**src/design/fcpa_pkg.sv**
```systemverilog
// constants and types shared by the flash command and protection host controller
// What this block does
// - high-voltage identification: raise identify pin, hold bit 6 low, bits 1:0 pick item (bits 2:1 in byte mode)
// - protection query puts the sector address on upper bits; nonzero means protected
// - host refuses sector-unprotect unless the protection mask shows every sector protected and the reset pin is elevated
// - a write happens only with chip and write enable low and output enable high
// - host writes reset when the timeout error bit rises or a bank is identifying
package fcpa_pkg;
	// clock and bus cycle timing
	localparam int CLK_MHZ = 40;
	localparam int T_SETUP_NS = 25;
	localparam int T_WP_NS = 35;
	localparam int T_ACC_NS = 70;
	localparam int T_HV_NS = 1000;
	localparam int T_RP_NS = 500;
	localparam int SETUP_CYC = (T_SETUP_NS * CLK_MHZ + 999) / 1000;
	localparam int WP_CYC = (T_WP_NS * CLK_MHZ + 999) / 1000;
	localparam int ACC_CYC = (T_ACC_NS * CLK_MHZ + 999) / 1000;
	localparam int HV_CYC = (T_HV_NS * CLK_MHZ + 999) / 1000;
	localparam int RP_CYC = (T_RP_NS * CLK_MHZ + 999) / 1000;
	localparam int SYNC_CYC = 2;

	// widths
	localparam int ADDR_W = 20;
	localparam int DQ_W = 16;
	localparam int SECTORS = 22;
	localparam int TIMEOUT_BIT = 5;

	// software register indices
	localparam logic [3:0] REG_CTRL = 4'h0;
	localparam logic [3:0] REG_ADDR = 4'h1;
	localparam logic [3:0] REG_WDATA = 4'h2;
	localparam logic [3:0] REG_RDATA = 4'h3;
	localparam logic [3:0] REG_STATUS = 4'h4;
	localparam logic [3:0] REG_CONFIG = 4'h5;
	localparam logic [3:0] REG_PROT_MASK = 4'h6;

	// field positions
	localparam int CTRL_OP_LSB = 0;
	localparam int CTRL_ITEM_LSB = 4;
	localparam int ST_BUSY = 0;
	localparam int ST_REFUSED = 1;
	localparam int ST_TIMEOUT = 2;
	localparam int ST_ID_HV = 3;
	localparam int ST_RST_HV = 4;
	localparam int CFG_BYTE = 0;
	localparam int CFG_RST_HV = 1;

	// reset values
	localparam logic [ADDR_W-1:0] ADDR_RST = 20'h00000;
	localparam logic [DQ_W-1:0] DATA_RST = 16'h0000;
	localparam logic [SECTORS-1:0] MASK_RST = 22'h000000;

	// operations started by a CTRL write
	typedef enum logic [2:0] {
		OP_READ,
		OP_WRITE,
		OP_RESET,
		OP_AUTOSEL,
		OP_HV_ID,
		OP_POLL,
		OP_UNPROT
	} fcpa_op_type;
endpackage : fcpa_pkg

```
**src/design/fcpa_bus_cycle.sv**
```systemverilog
// one asynchronous flash bus cycle, read or write, with strobe timing
`timescale 1ns/1ps
module fcpa_bus_cycle (
	// clock and reset
	input wire logic i_ref_clk,
	input wire logic i_reset_n,
	// request
	input wire logic i_start,
	input wire logic i_write,
	input wire logic [fcpa_pkg::ADDR_W-1:0] i_addr,
	input wire logic [fcpa_pkg::DQ_W-1:0] i_wdata,
	output logic o_done,
	output logic [fcpa_pkg::DQ_W-1:0] o_rdata,
	// flash pins
	input wire logic [fcpa_pkg::DQ_W-1:0] i_dq,
	output logic o_ce_n,
	output logic o_oe_n,
	output logic o_we_n,
	output logic [fcpa_pkg::ADDR_W-1:0] o_addr,
	output logic [fcpa_pkg::DQ_W-1:0] o_dq,
	output logic o_dq_oe
);
	typedef enum logic [2:0] {C_IDLE, C_SETUP, C_STROBE, C_SYNC, C_HOLD} fcpa_cyc_type;

	fcpa_cyc_type state_q;
	logic write_q;
	logic [7:0] cnt_q;
	logic [fcpa_pkg::DQ_W-1:0] dq_s1_q;
	logic [fcpa_pkg::DQ_W-1:0] dq_s2_q;

	// data pins pass two flops before capture
	always_ff @(posedge i_ref_clk or negedge i_reset_n)
	begin
		if (!i_reset_n)
		begin
			dq_s1_q <= fcpa_pkg::DATA_RST;
			dq_s2_q <= fcpa_pkg::DATA_RST;
		end
		else
		begin
			dq_s1_q <= i_dq;
			dq_s2_q <= dq_s1_q;
		end
	end

	// cycle sequencer; strobes idle high so power-up starts no command
	always_ff @(posedge i_ref_clk or negedge i_reset_n)
	begin
		if (!i_reset_n)
		begin
			state_q <= C_IDLE;
			write_q <= 1'b0;
			cnt_q <= 8'h00;
			o_done <= 1'b0;
			o_rdata <= fcpa_pkg::DATA_RST;
			o_ce_n <= 1'b1;
			o_oe_n <= 1'b1;
			o_we_n <= 1'b1;
			o_addr <= fcpa_pkg::ADDR_RST;
			o_dq <= fcpa_pkg::DATA_RST;
			o_dq_oe <= 1'b0;
		end
		else
		begin
			o_done <= 1'b0;
			unique case (state_q)
				C_IDLE:
				begin
					o_ce_n <= 1'b1;
					o_oe_n <= 1'b1;
					o_we_n <= 1'b1;
					o_dq_oe <= 1'b0;
					if (i_start)
					begin
						// address and data settle as chip enable falls, before output or write enable falls
						o_addr <= i_addr;
						o_dq <= i_wdata;
						o_dq_oe <= i_write;
						write_q <= i_write;
						o_ce_n <= 1'b0;
						cnt_q <= 8'(fcpa_pkg::SETUP_CYC);
						state_q <= C_SETUP;
					end
				end
				C_SETUP:
				begin
					if (cnt_q == 8'h01)
					begin
						// write enable only falls with output enable high
						o_we_n <= ~write_q;
						o_oe_n <= write_q;
						cnt_q <= write_q ? 8'(fcpa_pkg::WP_CYC) : 8'(fcpa_pkg::ACC_CYC);
						state_q <= C_STROBE;
					end
					else
						cnt_q <= cnt_q - 8'h01;
				end
				C_STROBE:
				begin
					if (cnt_q == 8'h01)
					begin
						if (write_q)
						begin
							// write enable rises first so data latch here
							o_we_n <= 1'b1;
							state_q <= C_HOLD;
						end
						else
						begin
							cnt_q <= 8'(fcpa_pkg::SYNC_CYC);
							state_q <= C_SYNC;
						end
					end
					else
						cnt_q <= cnt_q - 8'h01;
				end
				C_SYNC:
				begin
					if (cnt_q == 8'h01)
					begin
						o_rdata <= dq_s2_q;
						o_oe_n <= 1'b1;
						state_q <= C_HOLD;
					end
					else
						cnt_q <= cnt_q - 8'h01;
				end
				C_HOLD:
				begin
					o_ce_n <= 1'b1;
					o_done <= 1'b1;
					state_q <= C_IDLE;
				end
			endcase
		end
	end
endmodule : fcpa_bus_cycle

```
**src/design/fcpa_host.sv**
```systemverilog
// host controller driving the flash command, identification and protection pins
`timescale 1ns/1ps
module fcpa_host #(
	parameter logic [fcpa_pkg::ADDR_W-1:0] P_UNLOCK_ADDR1 = 20'h00555,
	parameter logic [fcpa_pkg::ADDR_W-1:0] P_UNLOCK_ADDR2 = 20'h002AA,
	parameter logic [fcpa_pkg::DQ_W-1:0] P_UNLOCK_DATA1 = 16'h00AA,
	parameter logic [fcpa_pkg::DQ_W-1:0] P_UNLOCK_DATA2 = 16'h0055,
	parameter logic [fcpa_pkg::DQ_W-1:0] P_AUTOSEL_CMD = 16'h0090,
	parameter logic [fcpa_pkg::DQ_W-1:0] P_RESET_CMD = 16'h00F0
) (
	// clock and reset
	input wire logic i_ref_clk,
	input wire logic i_reset_n,
	// software register port
	input wire logic [3:0] i_reg_addr,
	input wire logic [31:0] i_reg_wdata,
	input wire logic i_reg_wr,
	input wire logic i_reg_rd,
	output logic [31:0] o_reg_rdata,
	// flash bus
	input wire logic [fcpa_pkg::DQ_W-1:0] i_dq,
	output logic [fcpa_pkg::DQ_W-1:0] o_dq,
	output logic o_dq_oe,
	output logic [fcpa_pkg::ADDR_W-1:0] o_flash_addr,
	output logic o_ce_n,
	output logic o_oe_n,
	output logic o_we_n,
	output logic o_byte_n,
	output logic o_flash_reset_n,
	// high-voltage switch enables
	output logic o_id_hv_en,
	output logic o_reset_hv_en
);
	typedef enum logic [2:0] {M_RST_PIN, M_IDLE, M_HV_RISE, M_ISSUE, M_WAIT, M_HV_FALL} fcpa_main_type;

	fcpa_main_type state_q;
	fcpa_pkg::fcpa_op_type op_q;
	logic [2:0] step_q;
	logic [7:0] cnt_q;
	logic [1:0] item_q;
	logic [fcpa_pkg::ADDR_W-1:0] addr_q;
	logic [fcpa_pkg::DQ_W-1:0] wdata_q;
	logic [fcpa_pkg::DQ_W-1:0] rdata_q;
	logic [fcpa_pkg::SECTORS-1:0] mask_q;
	logic cfg_byte_q;
	logic cfg_rst_hv_q;
	logic refused_q;
	logic timeout_q;
	logic start_q;
	logic [fcpa_pkg::DQ_W-1:0] cyc_rdata;
	logic cyc_done;
	logic ctrl_wr;
	logic op_legal;
	logic refuse_now;
	logic timeout_now;
	logic [37:0] step_info;
	logic [fcpa_pkg::ADDR_W-1:0] id_addr;

	// identification address: sector and bank on upper bits, bit 6 low, item on bits 1:0 (bits 2:1 in byte mode)
	assign id_addr = {addr_q[fcpa_pkg::ADDR_W-1:8], 8'(item_q) << cfg_byte_q};

	// shift a word address into byte addressing when byte mode is selected
	function automatic logic [fcpa_pkg::ADDR_W-1:0] fcpa_mode_addr(input logic [fcpa_pkg::ADDR_W-1:0] a,
		input logic byte_mode);
		fcpa_mode_addr = byte_mode ? {a[fcpa_pkg::ADDR_W-2:0], 1'b0} : a;
	endfunction : fcpa_mode_addr

	// one step of each operation: {last, write, address, data}
	function automatic logic [37:0] fcpa_step(input fcpa_pkg::fcpa_op_type op, input logic [2:0] step,
		input logic [fcpa_pkg::ADDR_W-1:0] a, input logic [fcpa_pkg::DQ_W-1:0] d,
		input logic [fcpa_pkg::ADDR_W-1:0] ida, input logic byte_mode);
		logic [fcpa_pkg::ADDR_W-1:0] u1;
		logic [fcpa_pkg::ADDR_W-1:0] u2;
		u1 = fcpa_mode_addr(P_UNLOCK_ADDR1, byte_mode);
		u2 = fcpa_mode_addr(P_UNLOCK_ADDR2, byte_mode);
		fcpa_step = {1'b1, 1'b0, a, d};
		unique case (op)
			fcpa_pkg::OP_READ: fcpa_step = {1'b1, 1'b0, a, d};
			fcpa_pkg::OP_WRITE: fcpa_step = {1'b1, 1'b1, a, d};
			fcpa_pkg::OP_UNPROT: fcpa_step = {1'b1, 1'b1, a, d};
			fcpa_pkg::OP_RESET: fcpa_step = {1'b1, 1'b1, a, P_RESET_CMD};
			fcpa_pkg::OP_HV_ID: fcpa_step = {1'b1, 1'b0, ida, d};
			fcpa_pkg::OP_POLL:
				fcpa_step = (step == 3'h0) ? {1'b1, 1'b0, a, d} : {1'b1, 1'b1, a, P_RESET_CMD};
			fcpa_pkg::OP_AUTOSEL:
			begin
				// unlock, unlock, bank plus command, identification read, then reset to leave
				unique case (step)
					3'h0: fcpa_step = {1'b0, 1'b1, u1, P_UNLOCK_DATA1};
					3'h1: fcpa_step = {1'b0, 1'b1, u2, P_UNLOCK_DATA2};
					3'h2: fcpa_step = {1'b0, 1'b1, {a[fcpa_pkg::ADDR_W-1:12], u1[11:0]}, P_AUTOSEL_CMD};
					3'h3: fcpa_step = {1'b0, 1'b0, ida, d};
					default: fcpa_step = {1'b1, 1'b1, a, P_RESET_CMD};
				endcase
			end
		endcase
	endfunction : fcpa_step

	assign step_info = fcpa_step(op_q, step_q, addr_q, wdata_q, id_addr, cfg_byte_q);
	assign ctrl_wr = i_reg_wr && (i_reg_addr == fcpa_pkg::REG_CTRL);
	assign op_legal = i_reg_wdata[fcpa_pkg::CTRL_OP_LSB +: 3] != 3'h7;
	// unprotect only once every sector is confirmed protected and reset pin is elevated
	assign refuse_now = ctrl_wr && ((state_q != M_IDLE) || !op_legal ||
		((fcpa_pkg::fcpa_op_type'(i_reg_wdata[fcpa_pkg::CTRL_OP_LSB +: 3]) == fcpa_pkg::OP_UNPROT) &&
		(!(&mask_q) || !cfg_rst_hv_q)));
	assign timeout_now = (state_q == M_WAIT) && cyc_done && (op_q == fcpa_pkg::OP_POLL) &&
		(step_q == 3'h0) && cyc_rdata[fcpa_pkg::TIMEOUT_BIT];

	// operation sequencer
	always_ff @(posedge i_ref_clk or negedge i_reset_n)
	begin
		if (!i_reset_n)
		begin
			state_q <= M_RST_PIN;
			op_q <= fcpa_pkg::OP_READ;
			step_q <= 3'h0;
			cnt_q <= 8'(fcpa_pkg::RP_CYC);
			item_q <= 2'b00;
			start_q <= 1'b0;
			o_flash_reset_n <= 1'b0;
			o_id_hv_en <= 1'b0;
		end
		else
		begin
			start_q <= 1'b0;
			unique case (state_q)
				M_RST_PIN:
				begin
					// pulse the flash reset pin; afterwards it reads array with no command
					if (cnt_q == 8'h01)
					begin
						o_flash_reset_n <= 1'b1;
						state_q <= M_IDLE;
					end
					else
						cnt_q <= cnt_q - 8'h01;
				end
				M_IDLE:
				begin
					if (ctrl_wr && !refuse_now)
					begin
						op_q <= fcpa_pkg::fcpa_op_type'(i_reg_wdata[fcpa_pkg::CTRL_OP_LSB +: 3]);
						item_q <= i_reg_wdata[fcpa_pkg::CTRL_ITEM_LSB +: 2];
						step_q <= 3'h0;
						if (fcpa_pkg::fcpa_op_type'(i_reg_wdata[fcpa_pkg::CTRL_OP_LSB +: 3]) == fcpa_pkg::OP_HV_ID)
						begin
							o_id_hv_en <= 1'b1;
							cnt_q <= 8'(fcpa_pkg::HV_CYC);
							state_q <= M_HV_RISE;
						end
						else
							state_q <= M_ISSUE;
					end
				end
				M_HV_RISE:
				begin
					if (cnt_q == 8'h01)
						state_q <= M_ISSUE;
					else
						cnt_q <= cnt_q - 8'h01;
				end
				M_ISSUE:
				begin
					start_q <= 1'b1;
					state_q <= M_WAIT;
				end
				M_WAIT:
				begin
					if (cyc_done)
					begin
						if (timeout_now || !step_info[37])
						begin
							step_q <= step_q + 3'h1;
							state_q <= M_ISSUE;
						end
						else if (op_q == fcpa_pkg::OP_HV_ID)
						begin
							o_id_hv_en <= 1'b0;
							cnt_q <= 8'(fcpa_pkg::HV_CYC);
							state_q <= M_HV_FALL;
						end
						else
							state_q <= M_IDLE;
					end
				end
				M_HV_FALL:
				begin
					if (cnt_q == 8'h01)
						state_q <= M_IDLE;
					else
						cnt_q <= cnt_q - 8'h01;
				end
			endcase
		end
	end

	// captured read data: identification item, status or array word
	always_ff @(posedge i_ref_clk or negedge i_reset_n)
	begin
		if (!i_reset_n)
			rdata_q <= fcpa_pkg::DATA_RST;
		else if ((state_q == M_WAIT) && cyc_done && !step_info[36])
			rdata_q <= cfg_byte_q ? {8'h00, cyc_rdata[7:0]} : cyc_rdata;
	end

	// software-written registers
	always_ff @(posedge i_ref_clk or negedge i_reset_n)
	begin
		if (!i_reset_n)
		begin
			addr_q <= fcpa_pkg::ADDR_RST;
			wdata_q <= fcpa_pkg::DATA_RST;
			mask_q <= fcpa_pkg::MASK_RST;
			cfg_byte_q <= 1'b0;
			cfg_rst_hv_q <= 1'b0;
		end
		else if (i_reg_wr)
		begin
			if (i_reg_addr == fcpa_pkg::REG_ADDR && state_q == M_IDLE)
				addr_q <= i_reg_wdata[fcpa_pkg::ADDR_W-1:0];
			if (i_reg_addr == fcpa_pkg::REG_WDATA && state_q == M_IDLE)
				wdata_q <= i_reg_wdata[fcpa_pkg::DQ_W-1:0];
			if (i_reg_addr == fcpa_pkg::REG_PROT_MASK)
				mask_q <= i_reg_wdata[fcpa_pkg::SECTORS-1:0];
			if (i_reg_addr == fcpa_pkg::REG_CONFIG && state_q == M_IDLE)
			begin
				cfg_byte_q <= i_reg_wdata[fcpa_pkg::CFG_BYTE];
				cfg_rst_hv_q <= i_reg_wdata[fcpa_pkg::CFG_RST_HV];
			end
		end
	end

	// sticky flags, cleared by writing one; a new event wins over the clear
	always_ff @(posedge i_ref_clk or negedge i_reset_n)
	begin
		if (!i_reset_n)
		begin
			refused_q <= 1'b0;
			timeout_q <= 1'b0;
		end
		else
		begin
			if (refuse_now)
				refused_q <= 1'b1;
			else if (i_reg_wr && i_reg_addr == fcpa_pkg::REG_STATUS && i_reg_wdata[fcpa_pkg::ST_REFUSED])
				refused_q <= 1'b0;
			if (timeout_now)
				timeout_q <= 1'b1;
			else if (i_reg_wr && i_reg_addr == fcpa_pkg::REG_STATUS && i_reg_wdata[fcpa_pkg::ST_TIMEOUT])
				timeout_q <= 1'b0;
		end
	end

	// read data one cycle after the read strobe; unmapped reads return zero
	always_ff @(posedge i_ref_clk or negedge i_reset_n)
	begin
		if (!i_reset_n)
			o_reg_rdata <= 32'h00000000;
		else if (i_reg_rd)
		begin
			unique case (i_reg_addr)
				fcpa_pkg::REG_CTRL: o_reg_rdata <= {26'h0000000, item_q, 1'b0, op_q};
				fcpa_pkg::REG_ADDR: o_reg_rdata <= {12'h000, addr_q};
				fcpa_pkg::REG_WDATA: o_reg_rdata <= {16'h0000, wdata_q};
				fcpa_pkg::REG_RDATA: o_reg_rdata <= {16'h0000, rdata_q};
				fcpa_pkg::REG_STATUS: o_reg_rdata <= {27'h0000000, cfg_rst_hv_q, o_id_hv_en, timeout_q,
					refused_q, state_q != M_IDLE};
				fcpa_pkg::REG_CONFIG: o_reg_rdata <= {30'h00000000, cfg_rst_hv_q, cfg_byte_q};
				fcpa_pkg::REG_PROT_MASK: o_reg_rdata <= {10'h000, mask_q};
				default: o_reg_rdata <= 32'h00000000;
			endcase
		end
		else
			o_reg_rdata <= 32'h00000000;
	end

	assign o_byte_n = ~cfg_byte_q;
	assign o_reset_hv_en = cfg_rst_hv_q;

	// bus cycle engine shared by every operation
	fcpa_bus_cycle u_cycle (
		.i_ref_clk(i_ref_clk),
		.i_reset_n(i_reset_n),
		.i_start(start_q),
		.i_write(step_info[36]),
		.i_addr(step_info[35:16]),
		.i_wdata(step_info[15:0]),
		.o_done(cyc_done),
		.o_rdata(cyc_rdata),
		.i_dq(i_dq),
		.o_ce_n(o_ce_n),
		.o_oe_n(o_oe_n),
		.o_we_n(o_we_n),
		.o_addr(o_flash_addr),
		.o_dq(o_dq),
		.o_dq_oe(o_dq_oe)
	);
endmodule : fcpa_host

```
**config.mk**
```make
export PLATFORM = sky130hd
export DESIGN_NAME = fcpa_host
export DESIGN_NICKNAME = d
export VERILOG_FILES = /design/src/design/fcpa_pkg.sv /design/src/design/fcpa_bus_cycle.sv /design/src/design/fcpa_host.sv
export SDC_FILE = /design/constraint.sdc
export NUM_CORES = 1
export LEC_CHECK = 0
export ABC_AREA = 1
export BUFFER_PORTS_ARGS = -buffer_cell sky130_fd_sc_hd__buf_2
export CAP_MARGIN = 20
export CORE_ASPECT_RATIO = 0.9
export CORE_UTILIZATION = 58
export DETAILED_ROUTE_END_ITERATION = 7
export HOLD_SLACK_MARGIN = 0.02
export PLACE_DENSITY = 0.91
export SYNTH_ARGS = -nofsm -noshare
export SYNTH_HDL_FRONTEND = slang
export SYNTH_HIERARCHICAL = 1
export SYNTH_SLANG_ARGS = --single-unit
```
**constraint.sdc**
```tcl
create_clock -name i_ref_clk -period 2.4 [get_ports i_ref_clk]
set_input_delay 0.48 -clock i_ref_clk [delete_from_list [all_inputs] [get_ports i_ref_clk]]
set_output_delay 0.48 -clock i_ref_clk [all_outputs]
set_load 0.01 [all_outputs]
```
# Word-level counts from Yosys, hierarchy flattened
# Cells that the tools add are included.
# word_totals
reg_bits,233
inputBits,56
output_inout_bits,76
word_cells,202
# classes
n_addsub,3
n_eq_ne,46
shift,1
mux,62
bitwise,2
reduce_logical,58
# ops
cell,count
$pmux W38 S6,1
$pmux W22 S7,1
$pmux W38 S4,1
$mux W8,11
$mux W3,14
$mux W37,1
$mux W32,1
$pmux W8 S4,1
$pmux W3 S5,2
$eq A3 B2 Y1 const B,8
$eq A3 B3 Y1 const B,8
$pmux W8 S3,1
$reduce_and A22 Y1,1
$mux W1,20
$reduce_and A4 Y1,5
$eq A8 B1 Y1 const B,2
$mux W16,1
$ne A2 B1 Y1 const B,8
$reduce_and A2 Y1,8
$sub A8 B1 Y8 const B,2
$logic_and A1 B1 Y1,15
$ne A2 B2 Y1 const B,7
$eq A3 B1 Y1 const B,4
$eq A4 B3 Y1 const B,3
other kinds (24),46

# Longest topological paths before layout
# logic_depth
depth_word,10
mapped_depth,13
ltp_nobuf,13

# Modules after synthesis
# Netlist, hierarchy kept.
# modules_own_cells
module,n_inst,cells_each,area_each_um2
fcpa_host,1,806,6319.8
fcpa_bus_cycle,1,387,3808.7

# Worst setup path after synthesis
# No wires, ideal clock.
# synth_timing
path_type,register to register
from,register step_q[0]
to,register step_q[0]
setup_time_ps,128
t_arrival_ps,1523
setup_slack_ps,749
path_stages_with_launch,14
path_buffers,0
synth_period_minus_slack_ps,1651
cell_sequence,dfrtp_1 -> inv_1 -> ha_1 -> inv_1 -> nor2_2 -> inv_1 -> nor2_1 -> nand3_1 -> nand2_1 -> nand2_1 -> nand2_1 -> nand2_1 -> nand2_1 -> o21ai_0
# synth_between
elab_chain_cells,7
word_cells_on_any_way,16
classes_between,add/sub (1); eq/ne (4); mux (5); reduce/logical (6)
# synth_rtl
item,line_no,text
"start, declared",fcpa_host.sv:38,logic [2:0] step_q;
"start signal, assigned",fcpa_host.sv:173,step_q <= step_q + 3'h1;
$eq A3 B2 Y1 (tied with other cells),fcpa_host.sv:88,unique case (step)
$pmux W38 S4,fcpa_host.sv:88,
$pmux W38 S6,fcpa_host.sv:77,unique case (op)
$logic_not A1 Y1,fcpa_host.sv:171,if (timeout_now || !step_info[37])
$logic_or A1 B1 Y1,fcpa_host.sv:171,
$ne A2 B1 Y1 (no source line),--,
$reduce_and A4 Y1 (no source line),--,
# Parallel ways exist; a longest one is shown, timed or not. The select of a mux whose other input is x is not followed.
# A chain may end at the register's enable or synchronous reset.

# Final worst setup path
# layout_timing
from,register cfg_byte_q
to,output port o_byte_n
# layout_between
elab_chain_cells,1
# layout_rtl
item,line_no,text
"start, declared",fcpa_host.sv:45,logic cfg_byte_q;
"start signal, assigned",fcpa_host.sv:227,cfg_byte_q <= i_reg_wdata[fcpa_pkg::CFG_BYTE];
$not A1 Y1,fcpa_host.sv:277,assign o_byte_n = ~cfg_byte_q;
"end, declared",fcpa_host.sv:28,"output logic o_byte_n,"
# Every way passes these cells.

==> run_results.csv <==
group,metric,value,unit
cts,clkTransAtPathRegs,0.06,ns
cts,cts_inserted_buffers,23,
hold_path,min_from,"i_dq[10]",
power,vdd.ir_drop.worst,0.615,mV
timing,fin_setup_tns,0,ns
timing,final_hold_viol_count,0,
synthesis,synth_sequential_area_ratio,55.2,%
cts,clock_tree.root_cell,"sky130_fd_sc_hd__clkbuf_16",
finish,finalNetCount,1379,
timing,fmax,467,MHz
place,dp_wirelength,17200,um
die,design.die.area,18000,sq um
global_route,grt_antenna_before_repair,0,
cts,cts_sinks,223,
finish,final-instance-count-excl-fill,1565,
timing,relSlewSlack,48.4,%
global_route,grt_pass1_wl,38600,um
cts,htree_levels,1,
synthesis,postSynthRegisterBits,223,
finish,commonest_non_fill_non_tap_cell_in_the_layout,"sky130_fd_sc_hd__nand2_1",
place,place_worst_setup_slack,0.328,ns
finish,multiInputGateArea,3830,sq um
die,fp.coreArea,16900,sq um
finish,area.sequential,5590,sq um
setup_path,worst_r2r_endpoint,"step_q[2]",
hold_path,min-delay-path-class,"in -> reg",
drt,detail_route.vias_per_cell,5.41,
timing,final_critical_path_setup_slack,0.259,ns
global_route,global_route.overflow_total,0,
place,placed_cells,1523,
cts,clk_latency,0.50,ns
global_route,vias_in_the_first_global_route,7787,
drt,remaining_drc_errors,0,
timing,ratio_of_final_minimum_period_to_clock_period,89.2,%
timing,tightest_slew,0.773,ns
drt,initialDrtViolationCount,760,
finish,final.fill_count,1247,
drt,wire_per_inst,15.2,um
drt,wl,23800,um
hold_path,holdPathEnd,"u_cycle/dq_s1_q[10]",
setup_path,timing_worst_setup_path_type,"reg -> out",
synthesis,netlist.area_leader.share,53.9,%
timing,fin_crit,2.14,ns
cts,max-clock-path-buffers,3,
setup_path,critical_path_arrival,1.66,ns
setup_path,worstSetupEndpointType,"primary output",
synthesis,synth_cell_type_count,53,
setup_path,r2r_slack,0.27,ns
cts,tritoncts,"built",
finish,syn2layout_area_growth,15.1,%
die,effective_utilization_at_floorplan,59.8,%
finish,n_antenna_cell,0,
setup_path,worstSetupStartpointType,"register",
cts,post_cts_resized,0,
hold_path,timing.hold.worst_path_depth,1,
drt,detail-route-antenna-nets,0,
timing,final-setup-viol-count,0,
power,p_total,7.65,mW
timing,final_layout_worst_hold_slack,0.0863,ns
setup_path,timing.rr.start,"step_q[1]",
power,power.leakage,6.20,nW
synthesis,postSynthAreaPerCell,8.49,sq um
synthesis,gate_count_after_technology_mapping,1193,
flow_run,max_cap_violations,0,
setup_path,worstPathMaxFanout,9,
setup_path,logic_depth_of_the_worst_register_to_register_path,13,
timing,rsz0062_at_grt,"false",
die,ios,132,
synthesis,synth_area_leader_cell,"sky130_fd_sc_hd__dfrtp_1",
drt,routed-via-count,8468,
synthesis,netlist_area,10100,sq um
synthesis,asyncSetResetFlopFracSynth,100,%
synthesis,synth-warning-count,6,
run_status,status,"finished, final reports clean",
die,die_h,127,um
power,power_density,656,nW/um^2
synthesis,number_of_synthesized_flops_with_an_enable_pin,0,
place,placement.io_buffers,111,
timing,fin_skew,0.0108,ns
timing,drv_slew,0,
global_route,grt_start_max_net_pins,72,
setup_path,cp_data_required_time,1.92,ns
finish,final_layout_size_suffix_gt1_share,16.8,%
drt,dr.pass1.iters,7,
synthesis,synth_ff_type,"sky130_fd_sc_hd__dfrtp_1",
place,gp_routability_congestion,0.958,
global_route,gr-usage-all-layers,27.2,%
finish,commonest_cells_after_routing_fill_and_taps_aside,"sky130_fd_sc_hd__nand2_1 (429), sky130_fd_sc_hd__dfrtp_1 (218), sky130_fd_sc_hd__buf_2 (110)",
die,chipWidth,141,um
synthesis,netlist_top_cells_area,"sky130_fd_sc_hd__dfrtp_1 (54%), sky130_fd_sc_hd__nand2_1 (16%), sky130_fd_sc_hd__o21ai_0 (5.2%)",
die,placement_rows,45,
## worst max-delay path by stage
| stage | from | to | cells after the start |
|---|---|---|---|
| 2_1_floorplan | step_q[0] | step_q[0] | 13 |
| 3_3_place_gp | step_q[0] | step_q[0] | 13 |
| 3_5_place_dp | step_q[1] | step_q[2] | 13 |
| 4_1_cts | cfg_byte_q | o_byte_n | 3 |
| 5_1_grt | step_q[1] | step_q[0] | 13 |
| 6_report | cfg_byte_q | o_byte_n | 3 |
## logic make-up (layout without fill, tap and decap cells)
kind of cell	Yosys count	count (layout)	share of synthesized area (%)
other	1	10	0.0370
adder cells (fa/ha/maj)	9	9	1.11
AND/OR/NAND/NOR	609	609	25.6
XOR/XNOR	4	4	0.346
flip-flops	223	223	55.2
AO/OA/AOI/OAI	179	179	10.4
multiplexers	1	1	0.111
buffers and inverters	167	295	7.31
## cell usage after synthesis (4+ instances only)
cell,count
sky130_fd_sc_hd__nand2_1,429
sky130_fd_sc_hd__dfrtp_1,218
sky130_fd_sc_hd__inv_1,107
sky130_fd_sc_hd__o21ai_0,106
sky130_fd_sc_hd__nor2_1,71
sky130_fd_sc_hd__nand3_1,55
sky130_fd_sc_hd__a21oi_1,18
sky130_fd_sc_hd__nand4_1,18
sky130_fd_sc_hd__buf_2,17
sky130_fd_sc_hd__buf_4,13
sky130_fd_sc_hd__o21ai_1,13
sky130_fd_sc_hd__clkbuf_1,11
sky130_fd_sc_hd__inv_2,11
sky130_fd_sc_hd__a221oi_1,9
sky130_fd_sc_hd__ha_1,9
sky130_fd_sc_hd__buf_6,5
sky130_fd_sc_hd__dfstp_2,5
sky130_fd_sc_hd__nor2_2,5
sky130_fd_sc_hd__nor3_1,5
sky130_fd_sc_hd__o211ai_1,5
sky130_fd_sc_hd__a31oi_1,4
sky130_fd_sc_hd__a41oi_1,4
sky130_fd_sc_hd__nand2_2,4
sky130_fd_sc_hd__nand2_4,4
sky130_fd_sc_hd__nor2_4,4
sky130_fd_sc_hd__o21ai_2,4
sky130_fd_sc_hd__o22ai_1,4
sky130_fd_sc_hd__xor2_1,4
## critical path, stage by stage, from the launching register on
cell,delay [ns]
sky130_fd_sc_hd__dfrtp_1,0.48
sky130_fd_sc_hd__inv_1,0.29
sky130_fd_sc_hd__buf_4,0.24
sky130_fd_sc_hd__buf_2,0.15
## area by class of cell
class | instances | area share [%]
Clock buffer | 29 | 5.39
Clock inverter | 12 | 0.826
Inverter | 121 | 3.95
Multi-Input combinational cell | 812 | 32.9
Sequential cell | 223 | 47.9
Tap cell | 235 | 2.52
Timing Repair Buffer | 133 | 6.49
## power by group
part	switching, mW	total (mW)	internal [mW]
clock	1.39	3.36	1.96
sequential	0.0827	3.97	3.88
combinational	0.224	0.329	0.105
## through the flow
stage,area (sq um),util (%)
2_1_floorplan,10200,-
3_3_place_gp,10900,64.5
3_5_place_dp,10900,64.5
4_1_cts,11700,68.8
5_1_grt,11700,68.8
6_report,11700,68.8
## routing by layer
layer  vias to the layer above  routed length (um)  global-route usage (%)  share of wire, %
li1                       4037                   -                       -                 -
met1                      3938               10000                    37.5                42
met2                       430               11100                    43.9                47
met3                        63                1850                    4.57               7.8
met4                         0                 869                    9.91               3.7
met5                         -                   0                       0                 0
## timing repair
action,CTS,global route
setup buffers,0,0
hold buffers,1,0
setup endpoints to repair,0,0
hold endpoints to repair,41,0
## registers in the layout (all words and copies together), names as in the netlist, 8 cells and up
register and flops:
cnt_q 8, mask_q 22, o_reg_rdata 22, u_cycle/o_rdata 16, u_cycle/o_dq 16, u_cycle/o_addr 20
u_cycle/dq_s2_q 16, u_cycle/dq_s1_q 16, wdata_q 16, addr_q 20, u_cycle/cnt_q 8, rdata_q 16
Power figures use the tool's default switching activity.
